$ cat src/include/drive_psm_pkg.sv
// package of the drive power state machine: register map, state codes,
// reaction options and status word layout; assumes a 32-bit APB master
package drive_psm_pkg;
	// ---------------------------------------------------------------
	// register byte offsets
	// ---------------------------------------------------------------
	localparam logic [7:0] OFS_CMD = 8'h00;
	localparam logic [7:0] OFS_STATE = 8'h04;
	localparam logic [7:0] OFS_MODE_REQ = 8'h08;
	localparam logic [7:0] OFS_MODE_ACT = 8'h0C;
	localparam logic [7:0] OFS_QS_OPT = 8'h10;
	localparam logic [7:0] OFS_SD_OPT = 8'h14;
	localparam logic [7:0] OFS_HALT_OPT = 8'h18;
	localparam logic [7:0] OFS_FAULT_OPT = 8'h1C;
	localparam logic [7:0] OFS_IRQ_STAT = 8'h20;
	localparam logic [7:0] OFS_IRQ_MASK = 8'h24;
	// ---------------------------------------------------------------
	// reset values and field positions
	// ---------------------------------------------------------------
	localparam logic [15:0] RST_CMD = 16'h0000;
	localparam logic [15:0] RST_QS_OPT = 16'h0002;
	localparam logic [15:0] RST_SD_OPT = 16'h0001;
	localparam logic [15:0] RST_HALT_OPT = 16'h0001;
	localparam logic [15:0] RST_FAULT_OPT = 16'h0002;
	localparam logic [7:0] RST_MODE = 8'h00;
	localparam int CMD_HALT_BIT = 8;
	localparam int CMD_FRESET_BIT = 7;
	localparam int CMD_QSTOP_BIT = 2;
	localparam int ST_VOLT_BIT = 4;
	localparam int ST_HALT_BIT = 8;
	localparam int IRQ_W = 4;
	localparam int IRQ_STATE_CHG = 0;
	localparam int IRQ_FAULT = 1;
	localparam int IRQ_LIMIT = 2;
	localparam int IRQ_FATAL = 3;
	// ---------------------------------------------------------------
	// option values
	// ---------------------------------------------------------------
	localparam logic [15:0] OPT_0 = 16'h0000;
	localparam logic [15:0] OPT_1 = 16'h0001;
	localparam logic [15:0] OPT_2 = 16'h0002;
	localparam logic [15:0] OPT_5 = 16'h0005;
	localparam logic [15:0] OPT_6 = 16'h0006;
	// ramp select output codes
	localparam logic [1:0] RAMP_NONE = 2'h0;
	localparam logic [1:0] RAMP_DECEL = 2'h1;
	localparam logic [1:0] RAMP_QUICK = 2'h2;
	localparam logic [1:0] RAMP_IMMED = 2'h3;

	typedef enum logic [2:0] {
		S_NOT_READY, S_SW_DISABLED, S_READY, S_SWITCHED_ON,
		S_OP_ENABLED, S_QSTOP, S_FAULT_REACT, S_FAULT
	} drive_state_t;

	typedef enum logic [2:0] {
		C_NONE, C_SHUTDOWN, C_SWITCH_ON, C_DIS_VOLT, C_QSTOP, C_ENABLE_OP
	} drive_cmd_t;
endpackage : drive_psm_pkg

$ cat src/logic/drive_psm.sv
// drive power state machine with APB register access and interrupt
// assumes: one 100 MHz clock, external status pins asynchronous to it
//
// The implementer's own choices: the placing of the registers and the APB slave port.
`timescale 1ns/1ns

module drive_psm
	import drive_psm_pkg::*;
(
	input wire logic CLK_SYS,
	input wire logic RST,
	input wire logic PSEL,
	input wire logic PENABLE,
	input wire logic PWRITE,
	input wire logic [7:0] PADDR,
	input wire logic [31:0] PWDATA,
	output logic [31:0] PRDATA,
	output logic PREADY,
	output logic PSLVERR,
	input wire logic SELFTEST_OK,
	input wire logic FATAL_ERR,
	input wire logic FAULT_IN,
	input wire logic LIMIT_SW,
	input wire logic MOTOR_STOPPED,
	output logic POWER_EN,
	output logic CTRL_EN,
	output logic [1:0] RAMP_SEL,
	output logic HALT_ACT,
	output logic IRQ
);
	// ---------------------------------------------------------------
	// state record
	// ---------------------------------------------------------------
	typedef struct packed {
		logic [4:0] sync1;
		logic [4:0] sync2;
		drive_state_t state;
		logic fatal;
		logic [15:0] cmd;
		logic [15:0] cmd_prev;
		logic [7:0] mode_req;
		logic [7:0] mode_act;
		logic [15:0] qs_opt;
		logic [15:0] sd_opt;
		logic [15:0] halt_opt;
		logic [15:0] fault_opt;
		logic sd_brake;
		logic [1:0] ramp;
		logic [IRQ_W-1:0] irq_stat;
		logic [IRQ_W-1:0] irq_mask;
		logic [31:0] rdata;
	} regs_t;

	regs_t r_q;
	regs_t r_d;

	// ---------------------------------------------------------------
	// decode helpers
	// ---------------------------------------------------------------
	function automatic drive_cmd_t decode_cmd(input logic [15:0] c);
		drive_cmd_t res;
		res = C_NONE;
		if (!c[7]) begin
			if (!c[1])
				res = C_DIS_VOLT;
			else if (!c[2])
				res = C_QSTOP;
			else if (!c[0])
				res = C_SHUTDOWN;
			else if (c[3])
				res = C_ENABLE_OP;
			else
				res = C_SWITCH_ON;
		end
		return res;
	endfunction : decode_cmd

	function automatic logic [1:0] opt_ramp(input logic [15:0] o);
		logic [1:0] res;
		res = RAMP_NONE;
		if (o == OPT_1 || o == OPT_5)
			res = RAMP_DECEL;
		else if (o == OPT_2 || o == OPT_6)
			res = RAMP_QUICK;
		return res;
	endfunction : opt_ramp

	function automatic logic [15:0] status_of(input drive_state_t s, input logic volt,
			input logic halt);
		logic [15:0] w;
		w = 16'h0000;
		case (s)
			S_NOT_READY: w = 16'h0000;
			S_SW_DISABLED: w = 16'h0040;
			S_READY: w = 16'h0021;
			S_SWITCHED_ON: w = 16'h0023;
			S_OP_ENABLED: w = 16'h0027;
			S_QSTOP: w = 16'h0007;
			S_FAULT_REACT: w = 16'h000F;
			S_FAULT: w = 16'h0008;
			default: w = 16'h0000;
		endcase
		w[ST_VOLT_BIT] = volt;
		w[ST_HALT_BIT] = halt;
		return w;
	endfunction : status_of

	// ---------------------------------------------------------------
	// synchronised inputs and derived terms
	// ---------------------------------------------------------------
	logic st_ok_s, fatal_s, fault_s, limit_s, stopped_s;
	assign st_ok_s = r_q.sync2[0];
	assign fatal_s = r_q.sync2[1];
	assign fault_s = r_q.sync2[2];
	assign limit_s = r_q.sync2[3];
	assign stopped_s = r_q.sync2[4];

	drive_cmd_t cmd_dec;
	logic fr_edge, qs_edge, qs_hold, power_on, halt_on;
	assign cmd_dec = decode_cmd(r_q.cmd);
	// edges are taken between successive command words, so a level never retriggers
	assign fr_edge = r_q.cmd[CMD_FRESET_BIT] & ~r_q.cmd_prev[CMD_FRESET_BIT];
	assign qs_edge = r_q.cmd[CMD_QSTOP_BIT] & ~r_q.cmd_prev[CMD_QSTOP_BIT];
	assign qs_hold = (r_q.qs_opt == OPT_5) || (r_q.qs_opt == OPT_6);
	assign power_on = (r_q.state == S_SWITCHED_ON) || (r_q.state == S_OP_ENABLED) ||
		(r_q.state == S_QSTOP) || (r_q.state == S_FAULT_REACT);
	assign halt_on = r_q.state == S_OP_ENABLED && r_q.cmd[CMD_HALT_BIT];

	logic acc, wr, rd_setup, hit;
	assign acc = PSEL & PENABLE;
	assign wr = acc & PWRITE;
	assign rd_setup = PSEL & ~PENABLE & ~PWRITE;
	assign hit = PADDR[1:0] == 2'h0 && PADDR <= OFS_IRQ_MASK;

	// ---------------------------------------------------------------
	// next state
	// ---------------------------------------------------------------
	always_comb begin
		logic [IRQ_W-1:0] ev;
		logic wr_cmd;
		r_d = r_q;
		ev = '0;
		wr_cmd = wr && PADDR == OFS_CMD;
		r_d.sync1 = {MOTOR_STOPPED, LIMIT_SW, FAULT_IN, FATAL_ERR, SELFTEST_OK};
		r_d.sync2 = r_q.sync1;
		// the edge reference follows the command every cycle, so edges last one cycle
		r_d.cmd_prev = r_q.cmd;
		if (wr_cmd)
			r_d.cmd = PWDATA[15:0];
		// mode in force follows the request every cycle
		r_d.mode_act = r_q.mode_req;

		if (fatal_s || r_q.fatal) begin
			r_d.fatal = 1'b1;
			r_d.state = S_NOT_READY;
			r_d.ramp = RAMP_IMMED;
			r_d.sd_brake = 1'b0;
		end else if (fault_s && r_q.state != S_FAULT_REACT && r_q.state != S_FAULT &&
				r_q.state != S_NOT_READY) begin
			r_d.state = S_FAULT_REACT;
			r_d.ramp = opt_ramp(r_q.fault_opt);
			r_d.sd_brake = 1'b0;
			ev[IRQ_FAULT] = 1'b1;
		end else begin
			case (r_q.state)
				S_NOT_READY: begin
					if (st_ok_s)
						r_d.state = S_SW_DISABLED;
				end
				S_SW_DISABLED: begin
					if (cmd_dec == C_SHUTDOWN)
						r_d.state = S_READY;
				end
				S_READY: begin
					if (r_q.sd_brake) begin
						// shutdown ramp in progress: finish it, then disable
						if (stopped_s) begin
							r_d.state = S_SW_DISABLED;
							r_d.sd_brake = 1'b0;
							r_d.ramp = RAMP_NONE;
						end
					end else if (cmd_dec == C_SWITCH_ON)
						r_d.state = S_SWITCHED_ON;
					else if (cmd_dec == C_DIS_VOLT || cmd_dec == C_QSTOP)
						r_d.state = S_SW_DISABLED;
				end
				S_SWITCHED_ON: begin
					if (cmd_dec == C_ENABLE_OP)
						r_d.state = S_OP_ENABLED;
					else if (cmd_dec == C_SHUTDOWN)
						r_d.state = S_READY;
					else if (cmd_dec == C_DIS_VOLT || cmd_dec == C_QSTOP)
						r_d.state = S_SW_DISABLED;
				end
				S_OP_ENABLED: begin
					r_d.ramp = halt_on ? opt_ramp(r_q.halt_opt) : RAMP_NONE;
					if (limit_s || cmd_dec == C_QSTOP) begin
						r_d.state = S_QSTOP;
						r_d.ramp = r_q.qs_opt == OPT_0 ? RAMP_IMMED : opt_ramp(r_q.qs_opt);
						ev[IRQ_LIMIT] = limit_s;
					end else if (cmd_dec == C_SWITCH_ON)
						r_d.state = S_SWITCHED_ON;
					else if (cmd_dec == C_SHUTDOWN) begin
						r_d.state = S_READY;
						r_d.sd_brake = r_q.sd_opt == OPT_1;
						r_d.ramp = r_q.sd_opt == OPT_1 ? RAMP_DECEL : RAMP_NONE;
					end else if (cmd_dec == C_DIS_VOLT)
						r_d.state = S_SW_DISABLED;
				end
				S_QSTOP: begin
					if (cmd_dec == C_DIS_VOLT) begin
						r_d.state = S_SW_DISABLED;
						r_d.ramp = RAMP_NONE;
					end else if (qs_hold) begin
						// motor stays energized; only a fresh release edge returns
						if (qs_edge && r_q.cmd[3] && r_q.cmd[1] && r_q.cmd[0] && !r_q.cmd[7]) begin
							r_d.state = S_OP_ENABLED;
							r_d.ramp = RAMP_NONE;
						end
					end else if (r_q.ramp == RAMP_IMMED || stopped_s) begin
						r_d.state = S_SW_DISABLED;
						r_d.ramp = RAMP_NONE;
					end
				end
				S_FAULT_REACT: begin
					if (r_q.ramp == RAMP_NONE || stopped_s) begin
						r_d.state = S_FAULT;
						r_d.ramp = RAMP_NONE;
					end
				end
				S_FAULT: begin
					if (fr_edge && !fault_s)
						r_d.state = S_SW_DISABLED;
				end
				default: r_d.state = S_NOT_READY;
			endcase
		end
		// anything not matched above leaves state as it was
		if (r_d.state != r_q.state)
			ev[IRQ_STATE_CHG] = 1'b1;
		if (fatal_s && !r_q.fatal)
			ev[IRQ_FATAL] = 1'b1;

		// register writes; status clear loses against a new event
		if (wr) begin
			case (PADDR)
				OFS_MODE_REQ: r_d.mode_req = PWDATA[7:0];
				OFS_QS_OPT: r_d.qs_opt = PWDATA[15:0];
				OFS_SD_OPT: r_d.sd_opt = PWDATA[15:0];
				OFS_HALT_OPT: r_d.halt_opt = PWDATA[15:0];
				OFS_FAULT_OPT: r_d.fault_opt = PWDATA[15:0];
				OFS_IRQ_MASK: r_d.irq_mask = PWDATA[IRQ_W-1:0];
				default: ;
			endcase
		end
		if (wr && PADDR == OFS_IRQ_STAT)
			r_d.irq_stat = r_q.irq_stat & ~PWDATA[IRQ_W-1:0];
		r_d.irq_stat = r_d.irq_stat | ev;

		// read data is captured in the setup cycle and shown in the access cycle
		if (rd_setup) begin
			case (PADDR)
				OFS_CMD: r_d.rdata = {16'h0000, r_q.cmd};
				OFS_STATE: r_d.rdata = {16'h0000, status_of(r_q.state, power_on, halt_on)};
				OFS_MODE_REQ: r_d.rdata = {24'h000000, r_q.mode_req};
				OFS_MODE_ACT: r_d.rdata = {24'h000000, r_q.mode_act};
				OFS_QS_OPT: r_d.rdata = {16'h0000, r_q.qs_opt};
				OFS_SD_OPT: r_d.rdata = {16'h0000, r_q.sd_opt};
				OFS_HALT_OPT: r_d.rdata = {16'h0000, r_q.halt_opt};
				OFS_FAULT_OPT: r_d.rdata = {16'h0000, r_q.fault_opt};
				OFS_IRQ_STAT: r_d.rdata = {28'h0000000, r_q.irq_stat};
				OFS_IRQ_MASK: r_d.rdata = {28'h0000000, r_q.irq_mask};
				default: r_d.rdata = 32'h00000000;
			endcase
		end
	end

	// ---------------------------------------------------------------
	// registers
	// ---------------------------------------------------------------
	always_ff @(posedge CLK_SYS) begin
		if (RST) begin
			r_q <= '0;
			r_q.state <= S_NOT_READY;
			r_q.cmd <= RST_CMD;
			r_q.cmd_prev <= RST_CMD;
			r_q.mode_req <= RST_MODE;
			r_q.mode_act <= RST_MODE;
			r_q.qs_opt <= RST_QS_OPT;
			r_q.sd_opt <= RST_SD_OPT;
			r_q.halt_opt <= RST_HALT_OPT;
			r_q.fault_opt <= RST_FAULT_OPT;
			r_q.ramp <= RAMP_NONE;
		end else begin
			r_q <= r_d;
		end
	end

	// ---------------------------------------------------------------
	// outputs
	// ---------------------------------------------------------------
	assign PRDATA = r_q.rdata;
	assign PREADY = 1'b1;
	assign PSLVERR = acc & ~hit;
	assign POWER_EN = power_on;
	// control stays on through quick stop and fault reaction braking and while a held quick stop lasts, but is off during the shutdown ramp
	assign CTRL_EN = power_on && r_q.state != S_SWITCHED_ON;
	assign RAMP_SEL = r_q.ramp;
	assign HALT_ACT = halt_on;
	assign IRQ = |(r_q.irq_stat & r_q.irq_mask);
endmodule : drive_psm

$ cat config.mk
export PLATFORM = sky130hd
export DESIGN_NAME = drive_psm
export DESIGN_NICKNAME = d
export VERILOG_FILES = /design/src/include/drive_psm_pkg.sv /design/src/logic/drive_psm.sv
export SDC_FILE = /design/constraint.sdc
export NUM_CORES = 1
export LEC_CHECK = 0
export ABC_AREA = 0
export BUFFER_PORTS_ARGS = -buffer_cell sky130_fd_sc_hd__buf_2
export CAP_MARGIN = 30
export CORE_MARGIN = 3
export CORE_UTILIZATION = 50
export CTS_BUF_LIST = sky130_fd_sc_hd__clkbuf_2 sky130_fd_sc_hd__clkbuf_4 sky130_fd_sc_hd__clkbuf_8
export DETAILED_ROUTE_END_ITERATION = 10
export PLACE_DENSITY = 0.71
export RECOVER_POWER = 100
export REMOVE_ABC_BUFFERS = 1
export SLEW_MARGIN = 20
export SYNTH_ARGS = -nofsm -noshare
export SYNTH_HDL_FRONTEND = slang
export SYNTH_SLANG_ARGS = --single-unit
$ cat constraint.sdc
create_clock -name CLK_SYS -period 5.5 [get_ports CLK_SYS]
set_clock_uncertainty 0.15 [all_clocks]
set_input_delay 0.825 -clock CLK_SYS [delete_from_list [all_inputs] [get_ports CLK_SYS]]
set_output_delay 0.825 -clock CLK_SYS [all_outputs]
set_load 0.02 [all_outputs]
# Word-level counts from Yosys, hierarchy flattened
# Memory sizes are Yosys's and may differ from the RTL's. A register that Yosys moved wholly into a read port is not among the register bits.
# Cells that the tools add are included.
[classes] n_lt_le_gt_ge=1 eq_ne=47 muxes=60 bitwise_logic=16 n_reduce_logical=50
[op_table] operator="$pmux 16 s10" count=1
[op_table] operator="$eq 16x3->1 const B" count=6
[op_table] operator="$mux 3" count=30
[op_table] operator="$eq 16x1->1 const B" count=4
[op_table] operator="$eq 16x2->1 const B" count=3
[op_table] operator="$mux 2" count=17
[op_table] operator="$eq 8x5->1 const B" count=4
[op_table] operator="$pmux 3 s8" count=1
[op_table] operator="$eq 3x3->1 const B" count=6
[op_table] operator="$eq 8x4->1 const B" count=2
[op_table] operator="$eq 8x6->1 const B" count=2
[op_table] operator="$logic_not 16->1" count=1
[op_table] operator="$logic_or 1x1->1" count=15
[op_table] operator="$logic_and 1x1->1" count=14
[op_table] operator="$eq 3x2->1 const B" count=4
[op_table] operator="$ne 6x2->1 const B" count=2
[op_table] operator="$reduce_and 2->1" count=6
[op_table] operator="$and 4x4->4" count=2
[op_table] operator="$eq 8x3->1 const B" count=1
[op_table] operator="$le 8x6->1 const B" count=1
[op_table] operator="$logic_not 8->1" count=1
[op_table] operator="$mux 1" count=8
[op_table] operator="$ne 4x4->1 const B" count=2
[op_table] operator="$pmux 2 s4" count=1
[op_table] operator="other kinds (24)" count=40
[totals] regBits=161 romBits=48 input_bits=50 out_inout_bits=40 elab_cells=192 n_memories=1
[memory_table] name="(name not given)" words=8 width=6 read_ports=1 rd_clocked_by_memory_dff=1 write_ports=0 line="drive_psm.sv:92" source="case (s)"

# Logic depth before layout (Yosys ltp)
# Gate-level depths: netlist of the first run.
[depth] ltp_word=16 depth_mapped=9 depth_no_buf=6

# Least setup slack after synthesis of the first run
# No wires, ideal clock.
[synth_timing] path_kind="input -> output" from="in PADDR[3]" to="out PSLVERR" t_arrival_ns=1.777 t_required_ns=4.525 setup_slack_ns=2.748 cell_stages=4 path_buffers=2 path_cell_list="buf_2 clkbuf_1 o21ai_0 a31oi_1"
[synth_via] elab_chain_len=4
[synth_lines] item="start, declared" line="drive_psm.sv:15" source="input wire logic [7:0] PADDR,"
[synth_lines] item="$le 8x6->1" line="drive_psm.sv:133" source="assign hit = PADDR[1:0] == 2'h0 && PADDR <= OFS_IRQ_MASK;"
[synth_lines] item="$logic_and 1x1->1" line="drive_psm.sv:133"
[synth_lines] item="$not 1->1" line="drive_psm.sv:304" source="assign PSLVERR = acc & ~hit;"
[synth_lines] item="$and 1x1->1" line="drive_psm.sv:304"
[synth_lines] item="end, declared" line="drive_psm.sv:19" source="output logic PSLVERR,"
# Every way passes these cells.

# Final worst setup path of the first run
[layout_timing] from="in PADDR[3]" to="reg r_q[47] (netlist bit)"
[layout_via] elab_chain_len=2
[layout_lines] item="$eq 8x5->1" line="drive_psm.sv:246" source="case (PADDR)"
[layout_lines] item="$reduce_and 2->1 (no line)"
[layout_lines] item="end signal, assigned" line="drive_psm.sv:295" source="r_q <= r_d;"
[layout_lines] item="end, declared" line="drive_psm.sv:54" source="regs_t r_q;"
# Every way passes these cells.
# A chain may end at the register's enable or synchronous reset.

==> flow_metrics.py, run 1 <==
metrics = {
    "status": {
        "status": "finished, violations left",
        "violations": "capacitance limit, slew limit",
    },
    "job": {
        "drv_cap": 2,
    },
    "timing": {
        "hold_violations": 0,
        "fin_setup_tns_ns": 0,
        "timing.fmax_ghz": 0.2462,
        "rsz0062_at_grt": "false",
        "max_slew_margin_pct": -76.39,
        "min_period_ns": 4.061,
        "report.final.slew_viol_count": 93,
        "period_share_pct": 73.84,
        "setup_viol": 0,
        "worst_pin_slew_ns": 2.646,
    },
    "synth": {
        "synth_seq_cells": 145,
        "synth-edff-count": 0,
        "yosysTopAreaCell": "dfxtp_1",
        "synth_area_mm2": 0.006978,
        "yosys_warnings": 0,
        "syn_inst": 792,
        "synthTopCellsByArea": "dfxtp_1 (42%), mux2i_1 (8.3%), nor2_1 (5.9%)",
        "synthArstFlopShare_pct": 0,
        "syn_area_per_cell_um2": 8.811,
        "synth_cell_type_count": 71,
        "synthFlopType": "dfxtp_1",
        "seq_area_frac_synth_pct": 41.60,
        "synth_top_area_share_pct": 41.60,
    },
    "worst_setup_path": {
        "arrival_ns": 4.15,
        "path_max_fanout": 30,
        "required_ns": 5.59,
        "crit_type": "primary input to flip-flop",
        "setup.worst_path.start_class": "primary input",
        "reg2reg_slack_ns": 2.62,
        "end_kind": "flip-flop",
    },
    "pwr": {
        "leakagePower_nw": 2.865,
        "ir_drop_mv": 0.1990,
        "power_per_cell_area_mw_per_mm2": 274.1,
    },
    "place": {
        "place_inst": 958,
        "port_buffers": 56,
        "place.gp.congestion": 0.8758,
        "dp_hpwl_mm": 12.78,
    },
    "clock_tree": {
        "ctsLongestPathBuffers": 2,
        "hold_buffers": 0,
        "postCtsSetupRepairBufs": 0,
        "cts_root_buf": "clkbuf_8",
        "clk_latency_ns": 0.46,
        "cts_max_level": 4,
        "cts_sinks": 145,
        "tritoncts": "built",
        "clk_pin_slew_ns": 0.08,
        "numCtsBuffers": 17,
        "ctsResizeCount": 0,
    },
    "drt": {
        "via_count": 6018,
        "ant_nets": 0,
        "first_pass_iters": 7,
        "drc": 0,
        "wl_mm": 19.08,
        "routedWlPerCell_um": 19.29,
        "drt-initial-drc-count": 848,
        "via_per_inst": 6.085,
    },
    "grt": {
        "grt_pass1_vias": 5723,
        "grt_pass1_wl_mm": 30.33,
        "grt_use_total_pct": 25.63,
        "antenna_found_initial": 0,
        "grt-ovfl-total": 0,
        "grt_max_degree": 86,
    },
    "die": {
        "die_h_um": 124.1,
        "die_w_um": 124.1,
        "dieArea_mm2": 0.01541,
        "start_util_pct": 51.87,
        "io_pins": 90,
        "core_mm2": 0.01345,
        "row_count": 42,
    },
    "finish": {
        "final_cell_mix": "dfxtp_1 (145), nor2_1 (110), nand2_1 (76), mux2i_1 (58), a21oi_1 (54)",
        "final_cells": 989,
        "regArea_mm2": 0.002903,
        "antennaDiodeCount": 0,
        "final_layout_size_suffix_gt1_share_pct": 11.44,
        "final_common_cell": "dfxtp_1",
        "syn2layout_area_growth_pct": 6.276,
        "multi_input_area_mm2": 0.003541,
        "fillers": 1260,
        "nets": 852,
    },
    "hold_path": {
        "hold_path.class": "flip-flop to flip-flop",
    },
}
-- metal layers --
metal,global-route usage [%],part of all wire (%)
met5,0,0
met3,4.814,8.3
met4,9.103,2.2
met2,40.37,46
met1,35.27,43
-- metrics by stage --
stage	hold slack, ns	util (%)	cell area (µm²)	worst slack, ns	total power, mW
after global routing	0.3052	55.12	7416	1.275	2.106
after global placement	0.2675	52.61	7078	2.013	1.233
after floorplan	0.2638	-	6489	1.821	1.163
final	0.2896	55.12	7416	1.439	2.033
after detailed placement	0.2766	52.61	7078	1.946	1.236
after CTS	0.2948	55.49	7465	2.384	2.040
-- final cells by class --
type                            count  share of cell area [%]
Multi-Input combinational cell    561                   47.75
Sequential cell                   145                   39.14
Timing Repair Buffer               67                   4.420
Clock buffer                       20                   3.712
Tap cell                          176                   2.969
Clock inverter                     10                   1.502
Inverter                           10                  0.5062
-- power breakdown --
part / switching [mW] / internal [mW] / total (mW)
sequential: 0.0109 / 1.06 / 1.07
clock: 0.390 / 0.431 / 0.821
combinational: 0.0971 / 0.0413 / 0.138
total: 0.498 / 1.53 / 2.03
-- final timing paths --
path	startpoint	end	cells past startpoint
setup / recovery	PADDR[3]	r_q[47]	6
hold / removal	r_d[160]	fatal_s	1
setup reg to reg	r_q[156]	flip-flop	6
hold reg to reg	r_d[160]	fatal_s	1
-- critical path, stage by stage --
cell,delay [ns]
clkbuf_1,1.25
and3_1,0.37
and2_0,0.67
clkbuf_1,0.68
mux2i_1,0.29
nor2_1,0.06
-- cell families after synthesis --
family	share of synthesized area [%]
muxes	12.73
xor gates and xnor gates	0.3766
and+or+nand+nor	21.66
AOI/OAI and AO/OA	15.17
DFF	41.60
buffers and inverters	8.356
other	0.1076
-- state kept, by name (all words and copies together) (netlist names), named ones only --
| signal | count |
|---|---|
| PRDATA | 16 |
| RAMP_SEL | 2 |
| fatal_s | 1 |
| fault_s | 1 |
| limit_s | 1 |
| r_d | 29 |
| r_q | 89 |
-- cell usage after synthesis, types with 3 or more instances --
cell	instances
dfxtp_1	145
nor2_1	110
nand2_1	76
mux2i_1	58
a21oi_1	54
buf_4	36
clkbuf_1	36
nor2b_1	27
o21ai_0	26
nand3_1	24
a211oi_1	12
buf_2	12
mux4_2	12
nor3_1	11
inv_1	10
nor4_1	10
a222oi_1	8
a22oi_1	8
a211o_1	6
a31oi_1	6
and2_1	6
o31ai_1	6
and3_1	5
nand2b_1	5
nand4_1	5
a311oi_1	4
nand3b_1	4
nor3b_1	4
nor4b_1	4
or4_1	4
buf_6	3
clkbuf_8	3
nand4b_1	3
o211ai_1	3
No activity file was read; power rests on OpenSTA's default activity.
==> run 2: changes to the inputs <==
Settings changed: ABC_AREA 0 to 1, PLACE_DENSITY 0.71 to 0.73.
Clock period 5.5 ns to 3.66 ns, I/O delays scaled along.
==> run 2 against run 1 <==
  * The run still ends with capacitance limit, slew limit left
  * Non-clock buffer count down 5
  * Setup slack worse by 0.68 ns
  * Sequential power up 50%
  * Area after synthesis about the same
  * Synthesized cell count up 25%
  * Via count up 6.8%
  * Die area about the same
  * Combinational power up 21%
  * Register-to-register slack worse by 1.3 ns
  * Utilization down 0.093 points
==> flow_metrics.py, run 2 <==
metrics = {
    "status": {
        "status": "finished, violations left",
        "violations": "capacitance limit, slew limit",
    },
    "finish": {
        "syn2layout_area_growth_pct": 6.039,
        "largest_reg_flops": 89,
        "nets": 1065,
        "top_register": "r_q",
        "final_cell_mix": "dfxtp_1 (145), nand2_1 (145), nor2_1 (132), a21oi_1 (109), inv_1 (107)",
        "fin_util_pct": 55.03,
        "fillers": 1352,
        "final_layout_size_suffix_gt1_share_pct": 10.63,
        "antennaDiodeCount": 0,
    },
    "drt": {
        "dr_wl_met2_mm": 7.975,
        "m1WireLength_mm": 8.931,
        "maxUsedRoutingLayer": "met4",
        "wl_mm": 18.60,
        "routedWlPerCell_um": 15.49,
        "via_per_inst": 5.354,
        "first_pass_iters": 5,
        "drt-initial-drc-count": 634,
        "via_count": 6430,
        "ant_nets": 0,
        "wl_met3_mm": 1.132,
        "drc": 0,
    },
    "synth": {
        "synthArstFlopShare_pct": 0,
        "synth-edff-count": 0,
        "seq_area_frac_synth_pct": 41.58,
        "yosys_warnings": 0,
        "synth_adder_area_share_pct": 0,
        "synthSimpleGateAreaFrac_pct": 25.25,
        "synth_top_family_by_area": "simple AND/OR/NAND/NOR gates",
        "synth-xor-area-share_pct": 0,
        "synth_top_area_share_pct": 41.58,
        "synthTopCellsByCount": "dfxtp_1 (145), nand2_1 (141), nor2_1 (125), a21oi_1 (108), inv_1 (105)",
        "yosysTopAreaCell": "dfxtp_1",
        "synthTopCellsByArea": "dfxtp_1 (42%), a21oi_1 (7.7%), nand2_1 (7.6%)",
        "synth_area_mm2": 0.006982,
        "synthFlopType": "dfxtp_1",
        "yosysMostFrequentCell": "dfxtp_1",
        "synth_cell_type_count": 37,
        "syn_area_per_cell_um2": 7.074,
        "synth_mux_area_share_pct": 0,
        "syn_inst": 987,
        "synth_compound_area_share_pct": 19.89,
        "synth_seq_cells": 145,
    },
    "clock_tree": {
        "ctsResizeCount": 0,
        "clk_pin_slew_ns": 0.07,
        "cts_root_buf": "clkbuf_8",
        "ctsLongestPathBuffers": 2,
        "cts_max_level": 4,
        "clk_latency_ns": 0.46,
        "tritoncts": "built",
        "postCtsSetupRepairBufs": 0,
        "cts_sinks": 145,
        "hold_buffers": 0,
        "numCtsBuffers": 17,
    },
    "timing": {
        "rsz0062_at_grt": "false",
        "report.final.slew_viol_count": 48,
        "setup_viol": 0,
        "timing.fmax_ghz": 0.3448,
        "worst_pin_slew_ns": 2.721,
        "fin_setup_tns_ns": 0,
        "period_share_pct": 79.25,
        "max_slew_margin_pct": -81.39,
        "hold_violations": 0,
        "min_period_ns": 2.901,
    },
    "worst_setup_path": {
        "cpPeakStageDelay_ns": 0.95,
        "end_kind": "flip-flop",
        "crit_start": "PADDR[1]",
        "reg2reg_slack_ns": 1.30,
        "path_max_fanout": 19,
        "arrival_ns": 3.09,
        "required_ns": 3.85,
        "rr_startpoint": "r_q[157]",
        "crit_chain": "buf_2 -> or2_0 -> nor2_2 -> nand2_2 -> nor2_1 -> inv_2 -> o21ai_0 -> a21oi_1",
        "setup.worst_path.start_class": "primary input",
        "slowest_stage": "nor2_1",
        "crit_type": "primary input to flip-flop",
    },
    "die": {
        "die_h_um": 124.2,
        "dieArea_mm2": 0.01542,
        "core_mm2": 0.01345,
        "die_w_um": 124.2,
        "start_util_pct": 51.90,
        "io_pins": 90,
        "row_count": 42,
    },
    "grt": {
        "antenna_found_initial": 0,
        "grt_max_degree": 86,
        "grt_pass1_wl_mm": 28.94,
        "grt-ovfl-total": 0,
        "grt_pass1_vias": 5662,
        "grt_use_total_pct": 24.60,
    },
    "pwr": {
        "leakagePower_nw": 3.081,
        "ir_drop_mv": 0.2217,
        "power_per_cell_area_mw_per_mm2": 396.9,
    },
    "place": {
        "dp_hpwl_mm": 13.10,
        "port_buffers": 56,
        "place.gp.congestion": 0.9011,
    },
    "job": {
        "drv_cap": 1,
    },
    "hold_path": {
        "hp-start": "MOTOR_STOPPED",
        "hold_path.class": "primary input to flip-flop",
    },
}
==> run 2: changes by cell type in the layout (fill, tap and decap cells not counted), moves of 22 or more <==
cell     change
o21ai_0     +80
nor2b_1     -27
a21oi_1     +55
nor2_1      +22
nand2_1     +69
inv_1       +97
mux2i_1     -58
==> run 2: layout make-up <==
| cell class | instances | area [µm²] | share of cell area (%) |
|---|---|---|---|
| multi-input cells | 659 | 3147 | 42.50 |
| flip-flops and latches | 145 | 2903 | 39.21 |
| inverters | 130 | 491.7 | 6.642 |
| clock buffers | 24 | 299.0 | 4.039 |
| repair buffers | 62 | 285.3 | 3.853 |
| well taps | 176 | 220.2 | 2.974 |
| clock inverters | 5 | 57.56 | 0.7774 |
==> run 2: where the power goes <==
part | switching [mW] | internal [mW] | total [mW]
registers | 0.00957 | 1.59 | 1.60
logic | 0.125 | 0.0426 | 0.167
clock network | 0.574 | 0.599 | 1.17
total | 0.708 | 2.23 | 2.94
==> run 2: final timing paths <==
path / end / cells past startpoint
worst max-delay path: r_q[97] / 8
worst min register to register: fatal_s / 2
worst max register to register: flip-flop / 12
worst min-delay path: r_d[163] / 3
==> run 2: metal layers <==
metal	global-route usage, %	vias to the layer above
li1	-	3248
met1	34.84	2919
met2	36.82	226
met3	3.996	37
met4	11.02	0
met5	0	-
==> run 2: worst max-delay path, delay by kind of cell <==
family / cells / cell delay [ns]
simple gates: 4 / 1.78
compound gates: 2 / 0.30
buf+inv: 2 / 0.45
==> run 2: kinds of logic (layout without fill, tap and decap cells) <==
kind of cell / Yosys count / after routing
AO/OA/AOI/OAI: 261 / 261
buffers and inverters: 198 / 221
flip-flops: 145 / 145
other: 2 / 17
AND/OR/NAND/NOR: 381 / 381
==> run 2: per-stage QoR <==
stage                     hold slack [ns]  power, mW  area [µm²]  std cells  setup slack (ns)
after CTS                          0.1302      2.952        7517       1201             1.112
final                              0.1440      2.938        7403       1201            0.7594
after detailed placement           0.2470      1.805        7161       1172            0.8955
after global routing               0.1521      3.032        7403       1201            0.5723
after floorplan                    0.2383      1.729        6610        934             1.373
after global placement             0.2403      1.803        7161       1172            0.9298
==> run 3: changes to the inputs <==
Settings changed: PLACE_DENSITY 0.73 to 0.71.
Clock period 3.66 ns to 2.75 ns, I/O delays scaled along.
==> run 3 against run 2 <==
  * The flow now finishes without violations
  * Global-route usage increased by 0.57 points
  * Flip-flop and latch count unchanged
  * Setup slack got worse by 0.50 ns
  * Largest cell class unchanged
==> flow_metrics.py, run 3 (synthesis gave the netlist of run 2 again) <==
metrics = {
    "grt": {
        "grt_use_met1_pct": 35.82,
        "grt_use_total_pct": 25.17,
        "grt_max_degree": 48,
        "grt_pass1_vias": 5801,
        "grt_pass1_wl_mm": 29.76,
        "grt_use_met2_pct": 37.84,
        "grtUsageMet3_pct": 5.132,
        "top_usage_layer": "met2",
        "antenna_found_initial": 0,
        "grt-ovfl-total": 0,
    },
    "die": {
        "core_mm2": 0.01345,
        "io_pins": 90,
        "die_w_um": 124.2,
        "die_h_um": 124.2,
        "dieArea_mm2": 0.01542,
        "start_util_pct": 51.90,
        "row_count": 42,
    },
    "timing": {
        "worst_pin_slew_ns": 1.322,
        "fin_setup_tns_ns": 0,
        "hold_violations": 0,
        "period_share_pct": 90.62,
        "report.final.slew_viol_count": 0,
        "max_slew_margin_pct": 11.86,
        "timing.fmax_ghz": 0.4013,
        "setup_viol": 0,
        "fin_ws_ns": 0.2579,
        "whs_ns": 0.1039,
        "min_period_ns": 2.492,
        "rsz0062_at_grt": "false",
    },
    "place": {
        "place_inst": 1176,
        "dpl_worst_slack_ns": 0.3073,
        "port_buffers": 56,
        "dp_hpwl_mm": 13.18,
        "dpl_cell_area_mm2": 0.007203,
        "place.gp.congestion": 0.9400,
    },
    "finish": {
        "syn2layout_area_growth_pct": 7.276,
        "antennaDiodeCount": 0,
        "largest_reg_flops": 89,
        "final_common_cell": "nand2_1",
        "final_cell_mix": "nand2_1 (148), dfxtp_1 (145), nor2_1 (132), o21ai_0 (114)",
        "fillers": 1404,
        "final_cells": 1209,
        "final_layout_size_suffix_gt1_share_pct": 10.65,
        "design_area_mm2": 0.007490,
        "regArea_mm2": 0.002903,
        "nets": 1074,
        "multi_input_area_mm2": 0.003138,
        "top_register": "r_q",
    },
    "clock_tree": {
        "tritoncts": "built",
        "cts_sinks": 145,
        "ctsResizeCount": 0,
        "clk_latency_ns": 0.45,
        "postCtsSetupRepairBufs": 0,
        "cts_max_level": 4,
        "cts_root_buf": "clkbuf_8",
        "hold_buffers": 5,
        "ctsLongestPathBuffers": 2,
        "clk_pin_slew_ns": 0.08,
        "numCtsBuffers": 17,
    },
    "pwr": {
        "power_per_cell_area_mw_per_mm2": 525.2,
        "clkPwrFrac_pct": 40.1,
        "netSwitchingPower_mw": 0.9456,
        "comb_power_share_pct": 5.9,
        "ir_drop_mv": 0.2944,
        "cell_internal_pwr_mw": 2.988,
        "p_seq_share_pct": 54.1,
        "p_sw_share_pct": 24.04,
        "leakagePower_nw": 3.114,
    },
    "drt": {
        "wl_mm": 18.90,
        "routedWlPerCell_um": 15.64,
        "via_per_inst": 5.428,
        "first_pass_iters": 6,
        "ant_nets": 0,
        "drt-initial-drc-count": 521,
        "drc": 0,
        "via_count": 6562,
    },
    "worst_setup_path": {
        "path_max_fanout": 8,
        "crit_type": "flip-flop to primary output",
        "end_kind": "primary output",
        "arrival_ns": 1.93,
        "cpPeakStageDelay_ns": 0.56,
        "required_ns": 2.19,
        "setup.worst_path.start_class": "flip-flop",
        "crit_chain": "nand2_1 -> nor2_1 -> clkbuf_1",
        "slowest_stage": "dfxtp_1",
    },
    "status": {
        "status": "finished clean",
    },
    "job": {
        "drv_cap": 0,
    },
    "hold_path": {
        "hold_path.class": "primary input to flip-flop",
    },
}
## run 3: changes by cell type in the layout (fill, tap and decap cells not counted), moves of 2 or more
cell and delta:
o21ai_0 +8, dlygate4sd3_1 +5, clkbuf_8 +2, o21ai_1 -8, inv_1 +2, buf_4 +2, clkbuf_2 +2, nor3_1 -2
nand2_4 -2, nand2_1 +3, nor3_2 +2, clkbuf_4 -3
## run 3: power groups by stage
stage	Clock, mW	Combinational [mW]	Sequential (mW)
final	1.58	0.231	2.13
after global routing	1.69	0.257	2.13
after CTS	1.60	0.237	2.13
after detailed placement	0	0.230	2.18
after global placement	0	0.229	2.18
after floorplan	0	0.126	2.18
## run 3: cell type report
class | instances | share of cell area [%]
sequential | 145 | 38.76
clock buffer | 23 | 4.059
inverter | 130 | 6.565
timing repair buffer | 71 | 5.028
tap | 176 | 2.940
multi-input combinational | 659 | 41.90
clock inverter | 5 | 0.7518
## run 3: critical path: cells and delay by family, from the launching register on
family,cells,cell delay (ns)
buf+inv,1,0.27
flops,1,0.56
simple gates,2,0.64
## run 3: worst paths after layout
| path | startpoint | end | slack [ns] | cells after the start |
|---|---|---|---|---|
| worst max-delay path | r_q[158] | HALT_ACT | 0.26 | 3 |
| worst min-delay path | PWDATA[1] | r_q[92] | 0.10 | 3 |
| worst max register to register | r_q[157] | flip-flop | 0.39 | 9 |
| worst min register to register | r_d[162] | limit_s | 0.25 | 2 |
## run 3: routing by layer
| layer | vias to the layer above | wire, µm |
|---|---|---|
| met1 | 2984 | 8721 |
| li1 | 3263 | - |
| met3 | 26 | 1595 |
| met2 | 289 | 8300 |
| met5 | - | 0 |
| met4 | 0 | 287 |
## run 3: through the flow
stage	utilization (%)	power [mW]
CTS	56.59	3.960
global placement	53.54	2.404
detailed placement	53.54	2.406
floorplan	-	2.301
finish	55.67	3.933
global route	55.67	4.071
